<file path="config.mk">
export PLATFORM = sky130hd
export DESIGN_NAME = ops_top
export DESIGN_NICKNAME = d
export VERILOG_FILES = /design/src/common/ops_pkg.sv /design/src/hdl/ops_pin_mux.sv /design/src/hdl/ops_sync.sv /design/src/hdl/ops_top.sv
export SDC_FILE = /design/constraint.sdc
export NUM_CORES = 1
export LEC_CHECK = 0
export BUFFER_PORTS_ARGS = -buffer_cell sky130_fd_sc_hd__buf_4
export CAP_MARGIN = 15
export CORE_ASPECT_RATIO = 0.7
export CORE_MARGIN = 2
export CORE_UTILIZATION = 54
export DETAILED_ROUTE_END_ITERATION = 8
export HOLD_SLACK_MARGIN = 0.15
export PLACE_DENSITY_LB_ADDON = 0.25
export SYNTH_ARGS = -nofsm -noshare
export SYNTH_HDL_FRONTEND = slang
export SYNTH_HIERARCHICAL = 1
export SYNTH_SLANG_ARGS = --single-unit
</file>
<file path="constraint.sdc">
create_clock -name clk_sys -period 5.2 [get_ports clk_sys]
set_input_delay 1.3 -clock clk_sys [delete_from_list [all_inputs] [get_ports clk_sys]]
set_output_delay 1.3 -clock clk_sys [all_outputs]
set_load 0.03 [all_outputs]
</file>
<file path="src/common/ops_pkg.sv">
// Purpose: shared constants and types for the output pin select block
// Assumes: registers reached over AHB-Lite, one 32-bit word per register
// Notes:   printed offsets are register indexes; byte address = index * 4
`default_nettype none

package ops_pkg;

    // ==================================================================
    // register map
    localparam int unsigned      IDX_W         = 12;
    localparam logic [11:0]      IDX_TERM      = 12'h461;
    localparam logic [11:0]      IDX_LED_SRC   = 12'h462;
    localparam logic [11:0]      IDX_CLK_SRC   = 12'h463;
    localparam int unsigned      IDX_LSB       = 2;  // word aligned
    localparam int unsigned      IDX_MSB       = 13;
    localparam logic [1:0]       HTRANS_NONSEQ = 2'h2;
    localparam logic [1:0]       HRESP_OKAY    = 2'h0;

    // ==================================================================
    // reset values and writable bits
    localparam logic [15:0]      TERM_RST      = 16'h0410;
    localparam logic [15:0]      TERM_RW_MASK  = 16'hFFFF;
    localparam logic [15:0]      LED_RST       = 16'h0000;
    localparam logic [15:0]      LED_RW_MASK   = 16'h7777;
    localparam logic [15:0]      CLK_RST       = 16'h0001;
    localparam logic [15:0]      CLK_RW_MASK   = 16'h00F7;

    // ==================================================================
    // field positions
    localparam int unsigned      TERM_LSB      = 1;
    localparam int unsigned      TERM_MSB      = 4;
    localparam int unsigned      LED0_SRC_LSB  = 0;
    localparam int unsigned      LED0_CLK_LSB  = 4;
    localparam int unsigned      LED1_SRC_LSB  = 8;
    localparam int unsigned      LED1_CLK_LSB  = 12;
    localparam int unsigned      CKO_SRC_LSB   = 0;
    localparam int unsigned      CKO_CLK_LSB   = 4;

    // ==================================================================
    // source and clock encodings
    typedef enum logic [2:0] {
        OPS_SRC_FUNC,
        OPS_SRC_CLOCK,
        OPS_SRC_WAKE,
        OPS_SRC_UNDERVOLT,
        OPS_SRC_TS_TX,
        OPS_SRC_TS_RX,
        OPS_SRC_LOW,
        OPS_SRC_HIGH
    } ops_src_t;

    localparam logic [3:0]       CLK_SEL_CRYSTAL = 4'h0;
    localparam logic [3:0]       CLK_SEL_TXLINE  = 4'h1;

    // ==================================================================
    // carriers and state
    typedef struct packed {
        logic crystal_input_clock;
        logic transmit_line_clock;
        logic wake_indication;
        logic undervolt_indication;
        logic ts_tx_pulse;
        logic ts_rx_pulse;
    } ops_sources_t;

    typedef struct packed {
        logic [15:0] term;
        logic [15:0] led_src;
        logic [15:0] clk_src;
    } ops_regs_t;

    typedef struct packed {
        ops_regs_t        regs;
        logic             dp_valid;
        logic             dp_write;
        logic [IDX_W-1:0] dp_index;
        logic [31:0]      hrdata;
    } ops_top_state_t;

    typedef struct packed {
        ops_sources_t stage1;
        ops_sources_t stage2;
    } ops_sync_state_t;

endpackage

`default_nettype wire

</file>
<file path="src/hdl/ops_pin_mux.sv">
// Purpose: one output pin source selector with registered output
// Assumes: all source levels already in the clk_sys domain
// Notes:   a routed clock is a sampled copy, not a clean clock tree path
`default_nettype none

module ops_pin_mux (
    input  wire logic                  clk_sys,
    input  wire logic                  resetn,
    input  wire logic [2:0]            src_sel,
    input  wire logic [3:0]            clk_sel,
    input  wire logic                  func_level,
    input  wire ops_pkg::ops_sources_t src,
    output var  logic                  pin_level
);

    logic st;
    logic next_st;
    logic clk_pick;

    // ==================================================================
    // clock choice; unlisted codes park the pin low
    always_comb
    begin
        clk_pick = 1'b0;
        if (clk_sel == ops_pkg::CLK_SEL_CRYSTAL)
        begin
            clk_pick = src.crystal_input_clock;
        end
        else if (clk_sel == ops_pkg::CLK_SEL_TXLINE)
        begin
            clk_pick = src.transmit_line_clock;
        end
    end

    // ==================================================================
    // source choice; clock select only matters for the clock source
    always_comb
    begin
        next_st = st;
        unique case (ops_pkg::ops_src_t'(src_sel))
            ops_pkg::OPS_SRC_FUNC:      next_st = func_level;
            ops_pkg::OPS_SRC_CLOCK:     next_st = clk_pick;
            ops_pkg::OPS_SRC_WAKE:      next_st = src.wake_indication;
            ops_pkg::OPS_SRC_UNDERVOLT: next_st = src.undervolt_indication;
            ops_pkg::OPS_SRC_TS_TX:     next_st = src.ts_tx_pulse;
            ops_pkg::OPS_SRC_TS_RX:     next_st = src.ts_rx_pulse;
            ops_pkg::OPS_SRC_LOW:       next_st = 1'b0;
            ops_pkg::OPS_SRC_HIGH:      next_st = 1'b1;
        endcase
    end

    always_ff @(posedge clk_sys or negedge resetn)
    begin
        if (!resetn)
        begin
            st <= 1'b0;
        end
        else
        begin
            st <= next_st;
        end
    end

    assign pin_level = st;

endmodule

`default_nettype wire

</file>
<file path="src/hdl/ops_sync.sv">
// Purpose: two-flop synchroniser for the pin and foreign-clock inputs
// Assumes: inputs are asynchronous levels, sampled on clk_sys
// Notes:   narrow pulses shorter than a clock period may be missed
`default_nettype none

module ops_sync (
    input  wire logic              clk_sys,
    input  wire logic              resetn,
    input  wire ops_pkg::ops_sources_t raw,
    output var  ops_pkg::ops_sources_t synced
);

    ops_pkg::ops_sync_state_t st;
    ops_pkg::ops_sync_state_t next_st;

    // ==================================================================
    // first stage feeds only the second stage
    always_comb
    begin
        next_st        = st;
        next_st.stage1 = raw;
        next_st.stage2 = st.stage1;
    end

    always_ff @(posedge clk_sys or negedge resetn)
    begin
        if (!resetn)
        begin
            st <= '0;
        end
        else
        begin
            st <= next_st;
        end
    end

    assign synced = st.stage2;

endmodule

`default_nettype wire

</file>
<file path="src/hdl/ops_top.sv">
// Purpose: output pin select and receive pad termination control
// Assumes: AHB-Lite slave, zero wait states, word transfers only
// Notes:   register index times four gives the byte address
`default_nettype none

module ops_top (
    input  wire logic        clk_sys,
    input  wire logic        resetn,
    // ahb-lite slave
    input  wire logic        hsel,
    input  wire logic [31:0] haddr,
    input  wire logic [1:0]  htrans,
    input  wire logic        hwrite,
    input  wire logic [2:0]  hsize,
    input  wire logic [31:0] hwdata,
    input  wire logic        hready,
    output logic             hreadyout,
    output logic             hresp,
    output logic [31:0]      hrdata,
    // asynchronous sources
    input  wire logic        crystal_input_clock,
    input  wire logic        transmit_line_clock,
    input  wire logic        wake_indication,
    input  wire logic        undervolt_indication,
    input  wire logic        ts_tx_pulse,
    input  wire logic        ts_rx_pulse,
    // indicator functions, same clock domain
    input  wire logic        first_indicator_function,
    input  wire logic        second_indicator_function,
    input  wire logic        third_indicator_function,
    // pins
    output logic             first_indicator_pin,
    output logic             second_indicator_pin,
    output logic             clock_output_pin,
    output logic [3:0]       rx_term_step
);

    ops_pkg::ops_top_state_t st;
    ops_pkg::ops_top_state_t next_st;
    ops_pkg::ops_sources_t   raw_src;
    ops_pkg::ops_sources_t   sync_src;

    logic                    addr_take;
    logic                    addr_mapped;
    logic [ops_pkg::IDX_W-1:0] addr_index;

    // ==================================================================
    // input synchronisation
    // every pin or foreign clock passes two flops before use
    assign raw_src.crystal_input_clock  = crystal_input_clock;
    assign raw_src.transmit_line_clock  = transmit_line_clock;
    assign raw_src.wake_indication      = wake_indication;
    assign raw_src.undervolt_indication = undervolt_indication;
    assign raw_src.ts_tx_pulse          = ts_tx_pulse;
    assign raw_src.ts_rx_pulse          = ts_rx_pulse;

    ops_sync u_sync (
        .clk_sys (clk_sys),
        .resetn  (resetn),
        .raw     (raw_src),
        .synced  (sync_src)
    );

    // ==================================================================
    // address phase decode
    // anything outside the three words reads zero and ignores writes
    assign addr_take  = hsel && hready && (htrans == ops_pkg::HTRANS_NONSEQ);
    assign addr_index = haddr[ops_pkg::IDX_MSB:ops_pkg::IDX_LSB];

    always_comb
    begin
        addr_mapped = 1'b0;
        if ((haddr[31:ops_pkg::IDX_MSB+1] == '0)
            && (haddr[ops_pkg::IDX_LSB-1:0] == '0))
        begin
            addr_mapped = (addr_index == ops_pkg::IDX_TERM)
                       || (addr_index == ops_pkg::IDX_LED_SRC)
                       || (addr_index == ops_pkg::IDX_CLK_SRC);
        end
    end

    // ==================================================================
    // register read view
    // read from the updated copy so a write right before is seen
    function automatic logic [31:0] ops_read(
        input ops_pkg::ops_regs_t       regs,
        input logic [ops_pkg::IDX_W-1:0] index
    );
        logic [31:0] value;
        value = '0;
        if (index == ops_pkg::IDX_TERM)
        begin
            value[15:0] = regs.term;
        end
        else if (index == ops_pkg::IDX_LED_SRC)
        begin
            value[15:0] = regs.led_src & ops_pkg::LED_RW_MASK;
        end
        else if (index == ops_pkg::IDX_CLK_SRC)
        begin
            value[15:0] = regs.clk_src & ops_pkg::CLK_RW_MASK;
        end
        return value;
    endfunction

    // ==================================================================
    // bus state and register update
    always_comb
    begin
        next_st = st;

        // data phase write; reserved read-only bits stay zero
        if (st.dp_valid && st.dp_write)
        begin
            if (st.dp_index == ops_pkg::IDX_TERM)
            begin
                // whole word writable, reserved bits included
                next_st.regs.term = hwdata[15:0] & ops_pkg::TERM_RW_MASK;
            end
            else if (st.dp_index == ops_pkg::IDX_LED_SRC)
            begin
                next_st.regs.led_src =
                    hwdata[15:0] & ops_pkg::LED_RW_MASK;
            end
            else if (st.dp_index == ops_pkg::IDX_CLK_SRC)
            begin
                next_st.regs.clk_src =
                    hwdata[15:0] & ops_pkg::CLK_RW_MASK;
            end
        end

        // address phase capture; read data ready for the data phase
        next_st.dp_valid = addr_take && addr_mapped;
        next_st.dp_write = addr_take && hwrite;
        next_st.dp_index = addr_index;
        // unmapped or misaligned reads return zero, not an aliased word
        if (addr_take && !hwrite)
        begin
            next_st.hrdata = addr_mapped ? ops_read(next_st.regs, addr_index)
                                         : '0;
        end
    end

    // ==================================================================
    // state register
    always_ff @(posedge clk_sys or negedge resetn)
    begin
        if (!resetn)
        begin
            st              <= '0;
            st.regs.term    <= ops_pkg::TERM_RST;
            st.regs.led_src <= ops_pkg::LED_RST;
            st.regs.clk_src <= ops_pkg::CLK_RST;
        end
        else
        begin
            st <= next_st;
        end
    end

    // zero wait states, never an error
    assign hreadyout = 1'b1;
    assign hresp     = ops_pkg::HRESP_OKAY[0];
    assign hrdata    = st.hrdata;

    // ==================================================================
    // receive pad termination
    // one shared step fans out to data, clock, error and valid pads
    assign rx_term_step =
        st.regs.term[ops_pkg::TERM_MSB:ops_pkg::TERM_LSB];

    // ==================================================================
    // first indicator pin
    ops_pin_mux u_first_pin (
        .clk_sys    (clk_sys),
        .resetn     (resetn),
        .src_sel    (st.regs.led_src[ops_pkg::LED0_SRC_LSB +: 3]),
        .clk_sel    ({1'b0,
                      st.regs.led_src[ops_pkg::LED0_CLK_LSB +: 3]}),
        .func_level (first_indicator_function),
        .src        (sync_src),
        .pin_level  (first_indicator_pin)
    );

    // ==================================================================
    // second indicator pin
    ops_pin_mux u_second_pin (
        .clk_sys    (clk_sys),
        .resetn     (resetn),
        .src_sel    (st.regs.led_src[ops_pkg::LED1_SRC_LSB +: 3]),
        .clk_sel    ({1'b0,
                      st.regs.led_src[ops_pkg::LED1_CLK_LSB +: 3]}),
        .func_level (second_indicator_function),
        .src        (sync_src),
        .pin_level  (second_indicator_pin)
    );

    // ==================================================================
    // clock output pin
    // code 000 here routes the third indicator function
    ops_pin_mux u_clock_pin (
        .clk_sys    (clk_sys),
        .resetn     (resetn),
        .src_sel    (st.regs.clk_src[ops_pkg::CKO_SRC_LSB +: 3]),
        .clk_sel    (st.regs.clk_src[ops_pkg::CKO_CLK_LSB +: 4]),
        .func_level (third_indicator_function),
        .src        (sync_src),
        .pin_level  (clock_output_pin)
    );

endmodule

`default_nettype wire
</file>
==> impl_results.md <==
- Hold-critical path depth: 0
- Gr usage total: 0.2143
- P&R area growth vs syn: 20.01%
- First DRT Iteration DRCs: 166
- VDD IR max: between 0.0001 and 0.00015 V
- Final RePlAce weighted congestion: 0.7735
- Initial antenna violation count: 0
- Fillcell total: approximately 540
- Chip Height: roughly 73 um
- Arrival time worst endpoint: around 3.5 ns
- Max-cap violations: 0
- DRC Markers: 0
- IO buf count: 86
- RSZ-0062 raised after global routing: no
- Die ar.: between 7000 and 8000 um2
- Post-synth top area share: 0.5213
- Cell count after synthesis: 286
- Switching Share: 0.2342
- Detail Route Antenna Nets: 0
- Sum of negative setup slack: 0 ns
- Via density per instance: 5.433
- Async set-reset flop share out of synthesis: 1.000
- Final setup fails: 0
- DP Wirelength: between 5000 and 6000 um
- Startpoint types: input pin
- Layout cells sized above 1: 0.4377
- Fin Clk Skew: roughly 0.012 ns
- Global-route wire length before repair: between 10000 and 15000 um
- Part of the power in combinational logic: 0.095
- WS Path Type: input pin to register
- Fin crit share: 0.6126
- Clock share of power: 0.385
- Hold Vio Cnt, Final: 0
- Number of cell rows: 25
- WL per Instance: 16.95 um
- Ys Warns: 6
- DRT Pass-1 Iters: 5
- Root buffer cell: clkbuf_8
- Max Slew Vio Count: 0
- Worst path required time: ~5.5 ns
- Largest area contributor in the netlist: dfrtp_1
- Postcts setup bufs: 0
- Pin count of the biggest net entering global routing: just over 80
- # IOs: around 120
- Top cells by area, synth: dfrtp_1 52%, mux2_2 9.4%, buf_4 7.7%
- Top_reg_cell synth: dfrtp_1
- Period minus WS final: between 3 and 4 ns
- Seq cells post-synth: 80
- CP max FO: 12
- Nets@finish: roughly 440
- Deepest level of the CTS H-tree: 3
- Core ar.: roughly 6700 um2
- Routed wire length: between 7000 and 8000 um
- Post-synthesis sequential area ratio: 0.5427
- CTS buffer count: 9
- Relative slew slack: 0.3488
- Achievable clock frequency: roughly 310 MHz
- Final Non-Filler Cells: between 400 and 500
- Internal cell power: 0.9712 mW
- Total leakage power: around 2.1 nW
- Worst hold path type: register to register
- Synthesized area: between 3000 and 4000 um2
- Status: finished, final reports clean
- Vias in the first global route: between 2000 and 2500
- Longest Clk Path Bufs: 2
- Clock slew at reported path FFs: around 0.080 ns
- Placed insts: roughly 440
- Avg Cell Area, Syn: roughly 13 um2
- Part of the power in registers: 0.519
- Diode count: 0
- # hold bufs at CTS: 0
- Clock latency on the worst-skew pair: 0.34 ns
- DR vias: 2472
- Net Switching: slightly below 0.3 mW
- Yosys cell types: 46
- Initial core utilization: 0.5521
- PwrDens: roughly 290 nW/um2
- TritonCTS clock tree: done
- R2R cell count: 5
- Post-CTS sizing: 0
- Number of synthesized flops with an enable pin: 0
- GRT overflow: 0
- Worst Setup End Kind: register
- Slew at the pin with the worst max-slew slack: just under 1 ns
- Sink Count: 80
- Die X: 102.9 um
-- layer usage --
metal,share of wire,up-vias,track usage
met1,0.47,1234,0.3266
li1,-,1144,-
met5,0,-,0
met2,0.46,86,0.3117
met4,0.0082,0,0.05263
met3,0.061,8,0.04981
-- state kept, by name (all words and copies together), names as in the netlist --
signal / count
hrdata: 16
rx_term_step: 4
st: 45
u_clock_pin/pin_level: 1
u_first_pin/pin_level: 1
u_second_pin/pin_level: 1
u_sync/next_st: 6
u_sync/synced: 6
-- cells in the mapped netlist, types with 4 or more instances --
master / instances
o21ai_1: 4
or3b_2: 4
nand2b_1: 7
a32o_1: 10
nor4_1: 5
buf_4: 38
nor3b_1: 4
nand2_1: 11
nand3b_1: 4
a21o_1: 5
a22o_1: 12
clkbuf_1: 4
mux2_2: 31
inv_1: 4
buf_2: 4
nand3_1: 7
dfrtp_1: 77
mux2i_1: 4
-- cells in the final DEF (no fill, tap or decap), types with 4 or more instances in the layout --
cell type	instances
or3b_2	4
o21ai_1	4
nand2_1	11
mux2i_1	4
inv_1	4
nor4_1	5
conb_1	20
clkbuf_8	9
dfrtp_1	77
nand2b_1	7
mux2_2	31
nand3_1	7
buf_4	88
a22o_1	12
a21o_1	5
a32o_1	10
nand3b_1	4
-- logic make-up after synthesis --
family / after synthesis / share of synthesized area
other: 2 / 0.002032
buffers and inverters: 51 / 0.09377
DFF: 80 / 0.5427
muxes: 40 / 0.1236
and+or+nand+nor: 68 / 0.1340
AOI/OAI and AO/OA: 45 / 0.1039
-- power groups by stage --
| stage | Sequential, mW | Combinational, mW | Clock [mW] |
|---|---|---|---|
| after floorplan | 0.671 | 0.0660 | 0 |
| after detailed placement | 0.671 | 0.121 | 0 |
| final | 0.659 | 0.121 | 0.489 |
| after global routing | 0.662 | 0.131 | 0.525 |
| after global placement | 0.670 | 0.119 | 0 |
| after CTS | 0.659 | 0.122 | 0.500 |
-- path summary, 6_finish.rpt --
path	startpoint	endpoint	slack [ns]
setup / recovery	haddr[6]	hrdata[9]	2.01
max in group asynchronous	resetn	st[92]	3.46
min in group asynchronous	resetn	st[39]	1.13
setup reg to reg	st[35]	hrdata[5]	2.64
hold reg to reg	u_sync/next_st[2]	u_sync/synced[2]	0.35
hold / removal	u_sync/next_st[2]	u_sync/synced[2]	0.35
-- area by class of cell --
class	instances	area (um2)	area share
Sequential cell	80	2006	0.4522
Timing Repair Buffer	88	660.6	0.1489
Clock buffer	9	123.9	0.02793
Clock inverter	7	96.34	0.02172
Multi-Input combinational cell	173	1416	0.3193
Inverter	4	15.01	0.003385
Tap cell	94	117.6	0.02652
-- metrics by stage --
stage,cell area (um2),setup WS (ns),hold slack [ns],util,power (mW)
after floorplan,3764,2.380,0.3312,-,0.7366
after global placement,4215,1.757,0.3356,0.6297,0.7883
after detailed placement,4215,1.709,0.3403,0.6297,0.7922
after CTS,4436,2.071,0.3568,0.6626,1.280
after global routing,4436,1.885,0.3620,0.6626,1.318
final,4436,2.014,0.3540,0.6626,1.268
-- worst max-delay path, cell delays in order --
cell and delay (ns):
buf_4 0.11, nor4bb_1 0.49, nand3_1 0.31, nor3b_2 0.82, a22o_1 0.30, a22o_1 0.13
Power figures use the tool's default switching activity.
